## src/verilog/srg_pkg.sv

```systemverilog
// Shared constants, commands and carriers of the status reporting block
`default_nettype none
package srg_pkg;
	// Width of each status group register and of command data
	localparam int GRP_W = 15;
	localparam int DATA_W = 16;
	// Filter, enable and event reset and preset values
	localparam logic [14:0] RISE_RST = 15'h7FFF;
	localparam logic [14:0] FALL_RST = 15'h0000;
	localparam logic [14:0] ENA_RST = 15'h0000;
	localparam logic [14:0] EVT_RST = 15'h0000;
	// Operation group bit positions
	localparam int OP_CAL_BIT = 0;
	localparam int OP_WAIT_BIT = 5;
	localparam int OP_CV_BIT = 8;
	localparam int OP_CV2_BIT = 9;
	localparam int OP_CCP_BIT = 10;
	localparam int OP_CCN_BIT = 11;
	localparam int OP_CC2_BIT = 12;
	// Warning group bit positions
	localparam int WN_OV_BIT = 0;
	localparam int WN_OCP_BIT = 1;
	localparam int WN_FP_BIT = 3;
	localparam int WN_OT_BIT = 4;
	localparam int WN_SD_BIT = 5;
	localparam int WN_AUX_OUT_NOT_REGULATED_BIT = 8;
	localparam int WN_RI_BIT = 9;
	localparam int WN_UNR_BIT = 10;
	localparam int WN_OC2_BIT = 12;
	localparam int WN_OVLD_BIT = 14;
	// Summary bit positions in the status byte
	localparam int SB_WARN_BIT = 3;
	localparam int SB_OP_BIT = 7;
	// Voltages in millivolts: ceiling reset 22 V, guard margin 2 V
	localparam logic [15:0] CEIL_RST_MV = 16'h55F0;
	localparam logic [15:0] GUARD_MARGIN_MV = 16'h07D0;
	localparam logic [15:0] VOLT_RST_MV = 16'h0000;
	localparam logic [15:0] PEND_RST_MV = 16'h0000;
	// Commands of the remote command port
	typedef enum logic [4:0] {
		SRG_OP_COND_RD, SRG_OP_EVT_RD, SRG_OP_ENA_WR, SRG_OP_ENA_RD,
		SRG_OP_FALL_WR, SRG_OP_FALL_RD, SRG_OP_RISE_WR, SRG_OP_RISE_RD,
		SRG_WN_COND_RD, SRG_WN_EVT_RD, SRG_WN_ENA_WR, SRG_WN_ENA_RD,
		SRG_WN_FALL_WR, SRG_WN_FALL_RD, SRG_WN_RISE_WR, SRG_WN_RISE_RD,
		SRG_PRESET, SRG_VOLT_WR, SRG_VOLT_RD, SRG_CEIL_WR, SRG_CEIL_RD,
		SRG_GUARD_WR, SRG_GUARD_RD, SRG_PEND_WR, SRG_PEND_RD
	} srg_cmd_e;
	// Raw operation state lines
	typedef struct packed {
		logic calib_computing;
		logic main_const_volt;
		logic aux_const_volt;
		logic const_current_positive;
		logic const_current_negative;
		logic aux_const_current;
	} srg_op_s;
	// Raw warning state lines
	typedef struct packed {
		logic main_high_volt_trip;
		logic main_overcurrent_trip;
		logic front_panel_local_key;
		logic temp_trip;
		logic sense_lead_open;
		logic aux_out_not_regulated;
		logic remote_inhibit_active;
		logic main_out_not_regulated;
		logic aux_overcurrent_trip;
		logic meas_overload;
	} srg_warn_s;
	// State of one status group
	typedef struct packed {
		logic [14:0] cond_q;
		logic [14:0] rise_q;
		logic [14:0] fall_q;
		logic [14:0] ena_q;
		logic [14:0] evt_q;
		logic sum_q;
	} srg_grp_s;
endpackage : srg_pkg
`default_nettype wire

```

## src/verilog/srg_group.sv

```systemverilog
// One status group: transition filters, latched events, enable summary
`default_nettype none
module srg_group
	import srg_pkg::*;
(
	// Clock and reset
	input wire logic ref_clk,
	input wire logic reset_n,
	// Live condition, already in this clock domain
	input wire logic [14:0] cond,
	// Register access pulses
	input wire logic preset,
	input wire logic ena_wr,
	input wire logic fall_wr,
	input wire logic rise_wr,
	input wire logic [14:0] wr_data,
	input wire logic evt_rd,
	// Register contents
	output logic [14:0] rise_q,
	output logic [14:0] fall_q,
	output logic [14:0] ena_q,
	output logic [14:0] evt_q,
	output logic sum_q
);
	srg_grp_s q, d; // Whole group state and its next value
	logic [14:0] hit; // Filtered transitions this cycle

	// Edge filters, event latch and summary
	always_comb begin
		d = q;
		d.cond_q = cond;
		hit = (q.rise_q & cond & ~q.cond_q)
			| (q.fall_q & ~cond & q.cond_q);
		// Read clears, but a new hit in the same cycle survives
		if (evt_rd) begin
			d.evt_q = EVT_RST;
		end
		d.evt_q = d.evt_q | hit;
		if (ena_wr) begin
			d.ena_q = wr_data;
		end
		if (fall_wr) begin
			d.fall_q = wr_data;
		end
		if (rise_wr) begin
			d.rise_q = wr_data;
		end
		// Preset overrides a write in the same cycle
		if (preset) begin
			d.rise_q = RISE_RST;
			d.fall_q = FALL_RST;
			d.ena_q = ENA_RST;
		end
		d.sum_q = |(d.evt_q & d.ena_q);
	end

	// State register
	always_ff @(posedge ref_clk or negedge reset_n) begin
		if (!reset_n) begin
			q <= '{cond_q: 15'h0000, rise_q: RISE_RST, fall_q: FALL_RST,
				ena_q: ENA_RST, evt_q: EVT_RST, sum_q: 1'b0};
		end else begin
			q <= d;
		end
	end

	assign rise_q = q.rise_q;
	assign fall_q = q.fall_q;
	assign ena_q = q.ena_q;
	assign evt_q = q.evt_q;
	assign sum_q = q.sum_q;
endmodule : srg_group
`default_nettype wire

```

## src/verilog/srg_status_top.sv

```systemverilog
// Status groups, voltage ceiling, tracking guard and pending voltage
// What this block does
// - Both groups: condition, enable, event, two filters
// - Preset sets rising filters, clears falling filters and enables
// - Preset values: falling 0, rising 32767
// - Falling filter bit catches one-to-zero change
// - Rising filter bit catches zero-to-one change
// - Operation events read-only, latched until read
// - Operation event read returns, then clears
// - Operation bit positions fixed
// - Operation condition is live, read-only
// - Status bit 7 ORs enabled operation events
// - Warning events latched, cleared on read
// - Warning bit positions fixed
// - Warning condition is live, read-only
// - Status bit 3 ORs enabled warning events
// - Enabled guard trips two volts above setting
// - Guard off keeps the voltage ceiling
// - No voltage above the ceiling is accepted; a lower ceiling leaves a higher setting in place
// - Pending voltage moves on initiated trigger
`default_nettype none
module srg_status_top
	import srg_pkg::*;
(
	// Clock and reset
	input wire logic ref_clk,
	input wire logic reset_n,
	// Remote command port
	input wire logic cmd_valid,
	input wire srg_cmd_e cmd_code,
	input wire logic [15:0] cmd_data,
	output logic resp_valid_q,
	output logic resp_err_q,
	output logic [15:0] resp_data_q,
	// Front panel voltage entry
	input wire logic panel_valid,
	input wire logic [15:0] panel_volt,
	output logic panel_reject_q,
	// Raw state lines from the output stage
	input wire srg_op_s op_pins,
	input wire srg_warn_s warn_pins,
	// Trigger system and measurement, same clock
	input wire logic trig_init,
	input wire logic trig_event,
	input wire logic [15:0] meas_volt,
	// Results
	output logic [7:0] status_byte,
	output logic [15:0] prog_volt_q,
	output logic guard_trip_q
);
	// Whole state of the top level
	typedef struct packed {
		logic [14:0] op_s1;
		logic [14:0] op_s2;
		logic [14:0] op_s3;
		logic [14:0] op_stab;
		logic [14:0] wn_s1;
		logic [14:0] wn_s2;
		logic [14:0] wn_s3;
		logic [14:0] wn_stab;
		logic trig_wait;
		logic [15:0] prog;
		logic [15:0] ceil;
		logic [15:0] pend;
		logic guard_en;
		logic guard_trip;
		logic resp_valid;
		logic resp_err;
		logic [15:0] resp_data;
		logic panel_reject;
	} srg_top_s;

	srg_top_s q, d; // State and next state
	logic [14:0] op_raw; // Operation lines at their bit positions
	logic [14:0] wn_raw; // Warning lines at their bit positions
	logic [14:0] op_cond; // Live operation condition
	logic [14:0] wn_cond; // Live warning condition
	logic [14:0] wdat; // Low bits of command data
	logic preset; // Preset pulse to both groups
	logic op_evt_rd; // Operation event read
	logic wn_evt_rd; // Warning event read
	logic [14:0] op_rise, op_fall, op_ena, op_evt; // Operation registers
	logic [14:0] wn_rise, wn_fall, wn_ena, wn_evt; // Warning registers
	logic op_sum, wn_sum; // Group summaries
	logic [16:0] guard_lim; // Setting plus margin, no overflow
	logic guard_over; // Measured output above the guard limit

	// Place raw lines at their documented bit positions
	always_comb begin
		// Operation lines; trigger wait is filled in later
		op_raw = 15'h0000;
		op_raw[OP_CAL_BIT] = op_pins.calib_computing;
		op_raw[OP_CV_BIT] = op_pins.main_const_volt;
		op_raw[OP_CV2_BIT] = op_pins.aux_const_volt;
		op_raw[OP_CCP_BIT] = op_pins.const_current_positive;
		op_raw[OP_CCN_BIT] = op_pins.const_current_negative;
		op_raw[OP_CC2_BIT] = op_pins.aux_const_current;
		// Warning lines; unused positions stay low
		wn_raw = 15'h0000;
		wn_raw[WN_OV_BIT] = warn_pins.main_high_volt_trip;
		wn_raw[WN_OCP_BIT] = warn_pins.main_overcurrent_trip;
		wn_raw[WN_FP_BIT] = warn_pins.front_panel_local_key;
		wn_raw[WN_OT_BIT] = warn_pins.temp_trip;
		wn_raw[WN_SD_BIT] = warn_pins.sense_lead_open;
		wn_raw[WN_AUX_OUT_NOT_REGULATED_BIT] = warn_pins.aux_out_not_regulated;
		wn_raw[WN_RI_BIT] = warn_pins.remote_inhibit_active;
		wn_raw[WN_UNR_BIT] = warn_pins.main_out_not_regulated;
		wn_raw[WN_OC2_BIT] = warn_pins.aux_overcurrent_trip;
		wn_raw[WN_OVLD_BIT] = warn_pins.meas_overload;
	end

	// Live conditions: filtered lines plus internal state
	always_comb begin
		op_cond = q.op_stab;
		op_cond[OP_WAIT_BIT] = q.trig_wait;
		// A guard trip also shows as the main voltage trip
		wn_cond = q.wn_stab;
		wn_cond[WN_OV_BIT] = q.wn_stab[WN_OV_BIT] | q.guard_trip;
	end

	// Command decode into group strobes
	assign wdat = cmd_data[14:0];
	assign preset = cmd_valid && cmd_code == SRG_PRESET;
	assign op_evt_rd = cmd_valid && cmd_code == SRG_OP_EVT_RD;
	assign wn_evt_rd = cmd_valid && cmd_code == SRG_WN_EVT_RD;
	// Limit is one bit wider so a high setting cannot wrap
	assign guard_lim = {1'b0, q.prog} + {1'b0, GUARD_MARGIN_MV};
	assign guard_over = {1'b0, meas_volt} > guard_lim;

	// Operation group
	srg_group u_op_group (
		.ref_clk(ref_clk),
		.reset_n(reset_n),
		.cond(op_cond),
		.preset(preset),
		.ena_wr(cmd_valid && cmd_code == SRG_OP_ENA_WR),
		.fall_wr(cmd_valid && cmd_code == SRG_OP_FALL_WR),
		.rise_wr(cmd_valid && cmd_code == SRG_OP_RISE_WR),
		.wr_data(wdat),
		.evt_rd(op_evt_rd),
		.rise_q(op_rise),
		.fall_q(op_fall),
		.ena_q(op_ena),
		.evt_q(op_evt),
		.sum_q(op_sum)
	);

	// Warning group
	srg_group u_wn_group (
		.ref_clk(ref_clk),
		.reset_n(reset_n),
		.cond(wn_cond),
		.preset(preset),
		.ena_wr(cmd_valid && cmd_code == SRG_WN_ENA_WR),
		.fall_wr(cmd_valid && cmd_code == SRG_WN_FALL_WR),
		.rise_wr(cmd_valid && cmd_code == SRG_WN_RISE_WR),
		.wr_data(wdat),
		.evt_rd(wn_evt_rd),
		.rise_q(wn_rise),
		.fall_q(wn_fall),
		.ena_q(wn_ena),
		.evt_q(wn_evt),
		.sum_q(wn_sum)
	);

	// Next state: synchronisers, voltage settings, guard, answers
	always_comb begin
		d = q;
		// Three stages; a change counts once stages two and three agree
		d.op_s1 = op_raw;
		d.op_s2 = q.op_s1;
		d.op_s3 = q.op_s2;
		d.op_stab = (q.op_s2 & q.op_s3) | (q.op_stab & (q.op_s2 ^ q.op_s3));
		d.wn_s1 = wn_raw;
		d.wn_s2 = q.wn_s1;
		d.wn_s3 = q.wn_s2;
		d.wn_stab = (q.wn_s2 & q.wn_s3) | (q.wn_stab & (q.wn_s2 ^ q.wn_s3));
		// Trigger wait shows the initiated state one cycle later
		d.trig_wait = trig_init;
		// Every command is answered once; answers default to plain success
		d.resp_valid = cmd_valid;
		d.resp_err = 1'b0;
		d.resp_data = 16'h0000;
		d.panel_reject = 1'b0;
		// Front panel entry, refused above the ceiling
		// A remote voltage write in the same cycle wins over the panel
		if (panel_valid && !(cmd_valid && cmd_code == SRG_VOLT_WR)) begin
			if (panel_volt > q.ceil) begin
				d.panel_reject = 1'b1;
			end else begin
				d.prog = panel_volt;
			end
		end
		// Remote commands; reads return the value before any clear
		if (cmd_valid) begin
			unique case (cmd_code)
				SRG_OP_COND_RD: d.resp_data = {1'b0, op_cond};
				SRG_OP_EVT_RD: d.resp_data = {1'b0, op_evt};
				SRG_OP_ENA_RD: d.resp_data = {1'b0, op_ena};
				SRG_OP_FALL_RD: d.resp_data = {1'b0, op_fall};
				SRG_OP_RISE_RD: d.resp_data = {1'b0, op_rise};
				SRG_WN_COND_RD: d.resp_data = {1'b0, wn_cond};
				SRG_WN_EVT_RD: d.resp_data = {1'b0, wn_evt};
				SRG_WN_ENA_RD: d.resp_data = {1'b0, wn_ena};
				SRG_WN_FALL_RD: d.resp_data = {1'b0, wn_fall};
				SRG_WN_RISE_RD: d.resp_data = {1'b0, wn_rise};
				SRG_OP_ENA_WR, SRG_OP_FALL_WR, SRG_OP_RISE_WR,
				SRG_WN_ENA_WR, SRG_WN_FALL_WR, SRG_WN_RISE_WR,
				SRG_PRESET: d.resp_data = 16'h0000;
				// Settings above the ceiling are refused with an error
				SRG_VOLT_WR: begin
					if (cmd_data > q.ceil) begin
						d.resp_err = 1'b1;
					end else begin
						d.prog = cmd_data;
					end
				end
				SRG_VOLT_RD: d.resp_data = q.prog;
				// A lower ceiling leaves a higher setting in place
				SRG_CEIL_WR: d.ceil = cmd_data;
				SRG_CEIL_RD: d.resp_data = q.ceil;
				SRG_GUARD_WR: begin
					// Guard only; the ceiling is untouched
					d.guard_en = cmd_data[0];
					d.guard_trip = 1'b0;
				end
				SRG_GUARD_RD: d.resp_data = {15'h0000, q.guard_en};
				SRG_PEND_WR: begin
					if (cmd_data > q.ceil) begin
						d.resp_err = 1'b1;
					end else begin
						d.pend = cmd_data;
					end
				end
				SRG_PEND_RD: d.resp_data = q.pend;
				// Codes outside the command set are refused
				default: d.resp_err = 1'b1;
			endcase
		end
		// Trigger while initiated moves the pending level, if allowed
		if (trig_event && trig_init && q.pend <= q.ceil) begin
			d.prog = q.pend;
		end
		// Tracking guard: a trip is sticky and wins over the clear
		if (q.guard_en && guard_over) begin
			d.guard_trip = 1'b1;
		end
	end

	// State register
	always_ff @(posedge ref_clk or negedge reset_n) begin
		if (!reset_n) begin
			// Settings at their defaults, guard off, ceiling at 22 V
			q <= '{op_s1: 15'h0000, op_s2: 15'h0000, op_s3: 15'h0000,
				op_stab: 15'h0000, wn_s1: 15'h0000, wn_s2: 15'h0000,
				wn_s3: 15'h0000, wn_stab: 15'h0000, trig_wait: 1'b0,
				prog: VOLT_RST_MV, ceil: CEIL_RST_MV, pend: PEND_RST_MV,
				guard_en: 1'b0, guard_trip: 1'b0, resp_valid: 1'b0,
				resp_err: 1'b0, resp_data: 16'h0000, panel_reject: 1'b0};
		end else begin
			q <= d;
		end
	end

	// Outputs straight from state
	assign resp_valid_q = q.resp_valid;
	assign resp_err_q = q.resp_err;
	assign resp_data_q = q.resp_data;
	assign panel_reject_q = q.panel_reject;
	assign prog_volt_q = q.prog;
	assign guard_trip_q = q.guard_trip;
	// Summary bits come from group flip-flops
	always_comb begin
		status_byte = 8'h00;
		status_byte[SB_OP_BIT] = op_sum;
		status_byte[SB_WARN_BIT] = wn_sum;
	end
endmodule : srg_status_top
`default_nettype wire

```

## config.mk

```make
export PLATFORM = sky130hd
export DESIGN_NAME = srg_status_top
export DESIGN_NICKNAME = d
export VERILOG_FILES = /design/src/verilog/srg_pkg.sv /design/src/verilog/srg_group.sv /design/src/verilog/srg_status_top.sv
export SDC_FILE = /design/constraint.sdc
export NUM_CORES = 1
export LEC_CHECK = 0
export ABC_CLOCK_PERIOD_IN_PS = 3800
export BUFFER_PORTS_ARGS = -buffer_cell sky130_fd_sc_hd__buf_4
export CAP_MARGIN = 20
export CORE_MARGIN = 2
export CORE_UTILIZATION = 30
export CTS_BUF_LIST = sky130_fd_sc_hd__clkbuf_8
export DETAILED_ROUTE_END_ITERATION = 7
export GPL_TIMING_DRIVEN = 0
export PLACE_DENSITY = 0.5
export SETUP_SLACK_MARGIN = 0.2
export SLEW_MARGIN = 0
export SYNTH_ARGS = -nofsm -noshare
export SYNTH_HDL_FRONTEND = slang
export SYNTH_SLANG_ARGS = --single-unit
export TNS_END_PERCENT = 30
```

## constraint.sdc

```tcl
create_clock -name ref_clk -period 3.8 [get_ports ref_clk]
set_input_delay 0.76 -clock ref_clk [delete_from_list [all_inputs] [get_ports ref_clk]]
set_output_delay 0.76 -clock ref_clk [all_outputs]
set_load 0.01 [all_outputs]
```

==> results of run 1 <==
## layout make-up
class,instances,area (µm²),share of cell area
buffer,100,606,0.0380
clock buffer,64,881,0.0552
clock inverter,26,138,0.00863
inverter,50,188,0.0118
multi-input combinational,820,5570,0.350
sequential,273,6880,0.431
tap,585,732,0.0459
timing repair buffer,119,947,0.0594
## how the worst min path moves through the flow
stage / end / depth (start not counted) / startpoint / slack, ns
global route: d[109] / 1 / reset_n / 0.11
global placement: d[155] / 0 / d[170] / 0.33
finish: d[109] / 1 / reset_n / 0.09
detailed placement: d[89] / 0 / d[104] / 0.33
floorplan: d[145] / 0 / d[160] / 0.33
CTS: d[109] / 1 / reset_n / 0.08
## metrics by stage
step / power [mW] / instance area [µm²] / hold slack [ns] / worst slack (ns)
3_5_place_dp: 6.07 / 14900 / 0.335 / 0.161
5_1_grt: 9.44 / 15900 / 0.108 / 0.219
2_1_floorplan: 5.10 / 13200 / 0.331 / 0.790
3_3_place_gp: 6.00 / 14800 / 0.333 / -0.568
4_1_cts: 9.00 / 15900 / 0.0847 / 0.302
6_report: 8.90 / 15900 / 0.0949 / 0.362
## synthesized netlist by cell type, types with 4 or more instances
cell type    n
nor2b_1      4
a22oi_1     20
nor2_1      74
nand2b_1     7
nor3_1      14
buf_4       42
a22o_1      32
nand2_1    156
a31oi_1     16
a21oi_1     71
a211oi_1     4
o211ai_1    18
dfrtp_1    235
buf_2       26
nand3b_1    18
and2_1      13
o22a_1      30
a2111oi_0    5
a21o_1      24
xor2_1       4
inv_1       50
nand4_1     15
a222oi_1     7
a221oi_1    36
ha_1        81
o21ai_0     43
xnor2_1      5
o221ai_1    17
clkbuf_1    26
mux2i_1     34
or4_1        4
nand3_1     22
dfstp_2     38
## logic make-up after synthesis
logic type | after synthesis | synth area share
flip-flops | 273 | 0.521
buffers and inverters | 150 | 0.0601
XOR/XNOR | 9 | 0.00597
AND/OR/NAND/NOR | 351 | 0.126
other | 1 | 0.000284
AO/OA/AOI/OAI | 338 | 0.183
multiplexers | 35 | 0.0266
adder cells (fa/ha/maj) | 81 | 0.0768
## routing by layer
| metal | share of wire | vias up |
|---|---|---|
| met3 | 0.067 | 82 |
| met5 | 0 | - |
| met1 | 0.45 | 5296 |
| met2 | 0.46 | 397 |
| li1 | - | 4859 |
| met4 | 0.031 | 0 |
## power by group through the flow
stage	sequential, mW	clock (mW)	combinational [mW]
after CTS	3.97	2.96	2.07
after detailed placement	4.01	0	2.06
after global placement	4.01	0	1.99
final	3.99	2.86	2.05
after floorplan	3.74	0	1.36
after global routing	4.04	3.10	2.30
## state kept, by name, summed over array words and instances (netlist names), 7 cells and up
register and flops:
u_wn_group.q 10, u_op_group.ena_q 15, d 32, u_wn_group.ena_q 15, op_cond 7, u_op_group.rise_q 15, u_wn_group.rise_q 15, resp_data_q 16
u_op_group.evt_q 15, u_op_group.q 7, q 59, u_wn_group.fall_q 15, u_op_group.fall_q 15, prog_volt_q 16, u_wn_group.evt_q 15
## repair_timing
item / 4_1_cts / 5_1_grt
setup endpoints to repair: 1 / 1
setup buffers: 0 / 0
gates resized for setup: 1 / 1
==> reports/metrics.csv, run 1 <==
metric;value;unit
Tcrit/Tclk final;0.905;
min-delay worst type;primary input to async pin;
Die Span Y;214;µm
Comb power frac;0.230;
post-layout min period;3.44;ns
Ports;119;
commonest non-fill, non-tap cell in the layout;dfrtp_1;
crit end category;register;
main flop type after synthesis;dfrtp_1;
gr ovfl total;0;
ant diodes;0;
LEAKAGE;7.50;nW
Via density;5.22;
R2R setup slack;0.36;ns
CTS sink cnt;273;
Switching Share;0.329;
Worst EP required;4.26;ns
DP Cell Count;1946;
async set-reset flop share out of synthesis;1.00;
Peak VDD IR;0.291;mV
clock root cell;clkbuf_8;
unrepaired setup endpoints after global routing;no;
number of buffers and inverters on the critical path;0;
post-synthesis register bit count;273;
total track usage;0.213;
maximum clock frequency;291;MHz
internal power;5.98;mW
EDFF count, synth;0;
Max-Cap Viols;0;
HPWL Detailed;35.6;mm
Layout area overhead;20.8;%
die area;45700;µm²
M2 GR Usage;0.338;
Fin Setup TNS;0;ns
worst-skew pair later-pin latency;0.62;ns
final core utilization;0.369;
CP top delay family;simple AND/OR/NAND/NOR gates;
Slew headroom;0.183;
grt peak-use layer;met2;
status;finished clean;
nets;1568;
via count;10600;
CP Capture Point;guard_trip_q;
core box area;43300;µm²
Buffers on Ports;109;
Yosys top cell area share;0.446;
most frequent cells in the layout;dfrtp_1 (235), nand2_1 (156), buf_4 (151);
largest net degree at the start of global routing;107;
Starting Density;0.305;
vias in the first global route;10600;
PD cells;558;nW/µm²
setup violators final;0;
first-pass GRT wire length;70.0;mm
Num CTS Buffers;48;
yosys warns;0;
# H-tree levels;2;
RePlAce Congestion;0.927;
layout cells sized above 1;0.220;
Final ANT Viol Nets;0;
antenna violations before repair;0;
Mapped Area;13200;µm²
Worst-Margin Slew;1.22;ns
global routing usage on met1;0.293;
RR Startpoint;prog_volt_q[9];
clk_skew;0.0174;ns
Non-Filler Instances;2037;
FILL cells;4345;
Critical Path AT;3.90;ns
critical path depth;10;
clock slew seen by the registers of the worst setup and hold paths;0.06;ns
synthesized instance count;1238;
post-synthesis sequential area ratio;0.521;
Worst path slowest cell;or4_4;
top post-synthesis cells by area;dfrtp_1 (45%), ha_1 (7.7%), dfstp_2 (7.6%);
Avg Cell Area, Syn;10.7;µm²
CP max stage delay;0.62;ns
Final Max Tran Viols;0;
clock group share of total power;0.321;
routed wire length;47.7;mm
Routed WL per cell;23.4;µm
hold_buf cts;0;
Yosys cell types;68;
reg2reg path depth;10;
crit path from;prog_volt_q[9];
post-synth top area cell;dfrtp_1;
met3 Track Usage GR;0.0406;
Die X;214;µm
row cnt;76;
Psw;2.93;mW
CTS tree;yes;
drt drc;0;
crit path kind;register to register;
CP cell instances;or4_4 > or3_1 > nand2_1 > xor2_1 > ha_1 > nand4_1 > or2_2 > or4_1 > o311ai_0 > o22ai_1;
initial drt markers;936;
CP Max Fanout;5;
DRT Pass-1 Iters;5;
Final Hold Fails;0;
R2R Path End;guard_trip_q;
CTS Buffer Depth;3;
Seq pwr share;0.448;
Worst Setup Start Kind;register;
Power figures use the tool's default switching activity.
==> run 2: changes to the inputs <==
- PLACE_DENSITY: 0.5 -> default
==> reports/metrics.csv, run 2 (synthesis gave the netlist of run 1 again) <==
metric;value;unit
status;finished clean;
CTS sink cnt;273;
HPWL Detailed;34.9;mm
CP top delay family;simple AND/OR/NAND/NOR gates;
clock group share of total power;0.324;
initial drt markers;1031;
die area;45700;µm²
Final ANT Viol Nets;0;
post-CTS setup buffers;0;
drt drc;0;
Slew headroom;0.242;
clock root cell;clkbuf_8;
antenna violations before repair;0;
hold_buf cts;0;
CTS Buffer Depth;3;
Comb power frac;0.231;
CP cell instances;or4_1 > or3_1 > nand2_1 > xor2_1 > ha_1 > nand4_1 > or2_2 > or4_1 > o311ai_0 > o22ai_1;
Fin Setup TNS;0;ns
Worst-Margin Slew;1.13;ns
Final Hold Fails;0;
Final Max Tran Viols;0;
gr ovfl total;0;
commonest non-fill, non-tap cell in the layout;dfrtp_1;
clk_skew;0.0365;ns
number of buffers and inverters on the critical path;0;
Psw;2.96;mW
Worst Setup Start Kind;register;
min-delay worst type;primary input to async pin;
unrepaired setup endpoints after global routing;no;
Ports;119;
layout cells sized above 1;0.219;
reg2reg path depth;10;
LEAKAGE;7.51;nW
Worst EP required;4.28;ns
CP max stage delay;0.64;ns
maximum clock frequency;292;MHz
R2R Path End;guard_trip_q;
Place WS;0.247;ns
R2R setup slack;0.37;ns
internal power;5.98;mW
Die Span Y;214;µm
Num CTS Buffers;50;
Buffers on Ports;109;
# H-tree levels;2;
Starting Density;0.305;
vias in the first global route;11100;
largest reg by FF count;q;
crit end category;register;
setup violators final;0;
routed wire length;47.6;mm
Die X;214;µm
row cnt;76;
crit path kind;register to register;
largest net degree at the start of global routing;99;
core box area;43300;µm²
Critical Path AT;3.91;ns
RePlAce Congestion;0.946;
Non-Filler Instances;2040;
max FFs per register;59;
Routed WL per cell;23.3;µm
Seq pwr share;0.445;
fin worst setup slack;0.370;ns
clock slew seen by the registers of the worst setup and hold paths;0.06;ns
Peak VDD IR;0.220;mV
RR Startpoint;prog_volt_q[8];
Switching Share;0.331;
post-layout min period;3.43;ns
Tcrit/Tclk final;0.903;
PD cells;561;nW/µm²
CP Max Fanout;6;
Most common cell on crit path;or4_1;
Layout area overhead;20.8;%
FILL cells;4380;
total track usage;0.212;
CTS tree;yes;
DRT Pass-1 Iters;6;
via count;10900;
DP Cell Count;1945;
most frequent cells in the layout;dfrtp_1 (235), nand2_1 (156), buf_4 (151);
worst-skew pair later-pin latency;0.64;ns
nets;1568;
Via density;5.34;
Worst path slowest cell;or4_1;
first-pass GRT wire length;70.3;mm
Max-Cap Viols;0;
==> run 2: area by class of cell <==
class	instances	area, µm²	share of cell area
clock inverters	30	160	0.0100
flip-flops and latches	273	6880	0.431
repair buffers	117	926	0.0581
diodes	1	2.50	0.000157
clock buffers	64	881	0.0552
multi-input cells	820	5570	0.349
plain buffers	100	606	0.0380
well taps	585	732	0.0459
inverters	50	188	0.0118
==> run 2: power groups by stage <==
stage               logic (mW)  registers (mW)  clock network (mW)
global placement          1.97            3.98                   0
detailed placement        2.05            3.99                   0
finish                    2.07            3.98                2.90
floorplan                 1.36            3.74                   0
CTS                       2.06            3.94                2.98
global route              2.29            4.01                3.13
==> run 2: stage by stage <==
stage	utilization	total power [mW]	hold slack, ns	area (µm²)
after global routing	0.368	9.43	0.185	15900
final	0.369	8.94	0.148	15900
after floorplan	-	5.10	0.331	13200
after CTS	0.368	8.99	0.147	15900
after detailed placement	0.344	6.04	0.336	14900
after global placement	0.341	5.95	0.336	14800
==> run 2: timing repair <==
item,CTS,global route
endpoints found under the setup margin,0,1
gates resized for setup,0,1
endpoints found under the hold margin,0,0
==> run 2: how the worst max path moves through the flow <==
stage                   start            to  slack [ns]  cells past startpoint
4_1_cts        prog_volt_q[9]  guard_trip_q        0.25                      9
3_3_place_gp          reset_n        d[100]       -0.50                      1
2_1_floorplan  prog_volt_q[9]  guard_trip_q        0.79                      9
6_report       prog_volt_q[8]  guard_trip_q        0.37                     10
5_1_grt        prog_volt_q[9]  guard_trip_q        0.25                     10
3_5_place_dp   prog_volt_q[9]  guard_trip_q        0.25                      9
==> run 2: metal layers <==
layer,GRT usage,vias to the layer above,wire length [µm]
met2,0.326,543,21400
li1,-,4843,-
met5,0,-,0
met1,0.274,5374,19700
met3,0.0536,139,4180
met4,0.111,0,2340
==> run 3: changes to the inputs <==
- BUFFER_PORTS_ARGS: -buffer_cell sky130_fd_sc_hd__buf_4 -> -buffer_cell sky130_fd_sc_hd__buf_2
- PLACE_DENSITY: default -> 0.48
==> reports/metrics.csv, run 3 (synthesis gave the netlist of run 1 again) <==
metric;value;unit
min-delay worst type;primary input to async pin;
metal1 wirelength;20.7;mm
crit end category;register;
FF+latch area;6880;µm²
total track usage;0.216;
Layout area overhead;19.8;%
maximum clock frequency;293;MHz
routed wire length;48.1;mm
FILL cells;4395;
Via density;5.25;
row cnt;76;
initial drt markers;932;
max FFs per register;59;
drt drc;0;
Routed met3 length;3.51;mm
Num CTS Buffers;52;
Die Span Y;214;µm
# H-tree levels;2;
setup violators final;0;
layout cells sized above 1;0.224;
Slew headroom;0.166;
crit path kind;register to register;
Top Metal Used;met5;
nets;1569;
Critical Path AT;3.90;ns
HPWL Detailed;35.8;mm
unrepaired setup endpoints after global routing;no;
reg2reg path depth;10;
gr ovfl total;0;
Max-Cap Viols;0;
fin worst setup slack;0.391;ns
PD cells;581;nW/µm²
Worst EP required;4.29;ns
Overall Power;9.18;mW
ant diodes;0;
CP Max Fanout;5;
first-pass GRT wire length;70.7;mm
vias in the first global route;11000;
Fin Setup TNS;0;ns
Final Hold Fails;0;
CTS resizes;0;
clock root cell;clkbuf_8;
post-layout min period;3.41;ns
Place WS;0.231;ns
CTS sink cnt;273;
Ports;119;
Die X;214;µm
CTS tree;yes;
die area;45700;µm²
RR Startpoint;prog_volt_q[9];
Routed WL per cell;23.5;µm
Starting Density;0.305;
RePlAce Congestion;0.931;
R2R setup slack;0.39;ns
clk_skew;0.0139;ns
Buffers on Ports;109;
status;finished clean;
core box area;43300;µm²
hold_buf cts;0;
LEAKAGE;7.48;nW
Worst Setup Start Kind;register;
commonest non-fill, non-tap cell in the layout;dfrtp_1;
area occupied by multi-input gates;5570;µm²
largest net degree at the start of global routing;94;
wire length on met2;22.1;mm
Tcrit/Tclk final;0.897;
DRT Pass-1 Iters;5;
CTS Buffer Depth;3;
largest reg by FF count;q;
Final ANT Viol Nets;0;
clock slew seen by the registers of the worst setup and hold paths;0.06;ns
antenna violations before repair;2;
Final Max Tran Viols;0;
worst-skew pair later-pin latency;0.63;ns
most frequent cells in the layout;dfrtp_1 (235), nand2_1 (156), buf_2 (136);
Worst-Margin Slew;1.25;ns
post-CTS setup buffers;0;
R2R Path End;guard_trip_q;
via count;10700;
Peak VDD IR;0.233;mV
==> run 3: cell types whose count changed in the layout (fill, tap and decap cells not counted), moves of 2 or more <==
cell / before / now
clkinv_2: 7 / 4
buf_2: 29 / 136
clkbuf_8: 64 / 72
inv_1: 69 / 66
bufinv_16: 1 / 3
buf_4: 151 / 44
==> run 3: cell type report <==
cell class,instances,share of cell area
Sequential cell,273,0.435
Multi-Input combinational cell,820,0.352
Clock buffer,72,0.0627
Tap cell,585,0.0463
Timing Repair Buffer,116,0.0409
Buffer,100,0.0383
Clock inverter,26,0.0122
Inverter,50,0.0119
==> run 3: per-layer routing <==
layer,up-vias,GRT usage
met1,5353,0.287
met2,397,0.343
met5,-,0
met3,96,0.0422
met4,4,0.0927
li1,4869,-
==> run 3: worst max-delay path by stage <==
stage              startpoint  slack, ns           end  cells past startpoint
2_1_floorplan  prog_volt_q[9]       0.79  guard_trip_q                      9
5_1_grt        prog_volt_q[9]       0.22  guard_trip_q                     10
3_5_place_dp   prog_volt_q[9]       0.23  guard_trip_q                      9
3_3_place_gp          reset_n      -3.50        d[100]                      1
6_report       prog_volt_q[9]       0.39  guard_trip_q                     10
4_1_cts        prog_volt_q[9]       0.24  guard_trip_q                      9
==> run 3: worst max-delay path, cell delays in order (launching register included) <==
cell and delay, ns:
dfrtp_1 0.52, or4_1 0.66, or3_1 0.39, nand2_1 0.10, xor2_1 0.06, ha_1 0.30
nand4_1 0.11, or2_2 0.35, or4_1 0.52, o311ai_0 0.14, o22ai_1 0.14
==> run 3: per-stage QoR <==
step / hold WS, ns / instances / util / cell area (µm²)
finish: 0.135 / 2042 / 0.365 / 15800
global route: 0.190 / 2042 / 0.365 / 15800
CTS: 0.150 / 2042 / 0.365 / 15800
detailed placement: 0.336 / 1944 / 0.338 / 14600
global placement: 0.334 / 1937 / 0.335 / 14500
floorplan: 0.331 / 1243 / - / 13200
==> run 3: power by group <==
part	internal (mW)	leakage [nW]	switching, mW	total [mW]
clock	1.89	0.661	1.35	3.23
combinational	0.900	3.49	1.06	1.96
sequential	3.42	3.33	0.562	3.99
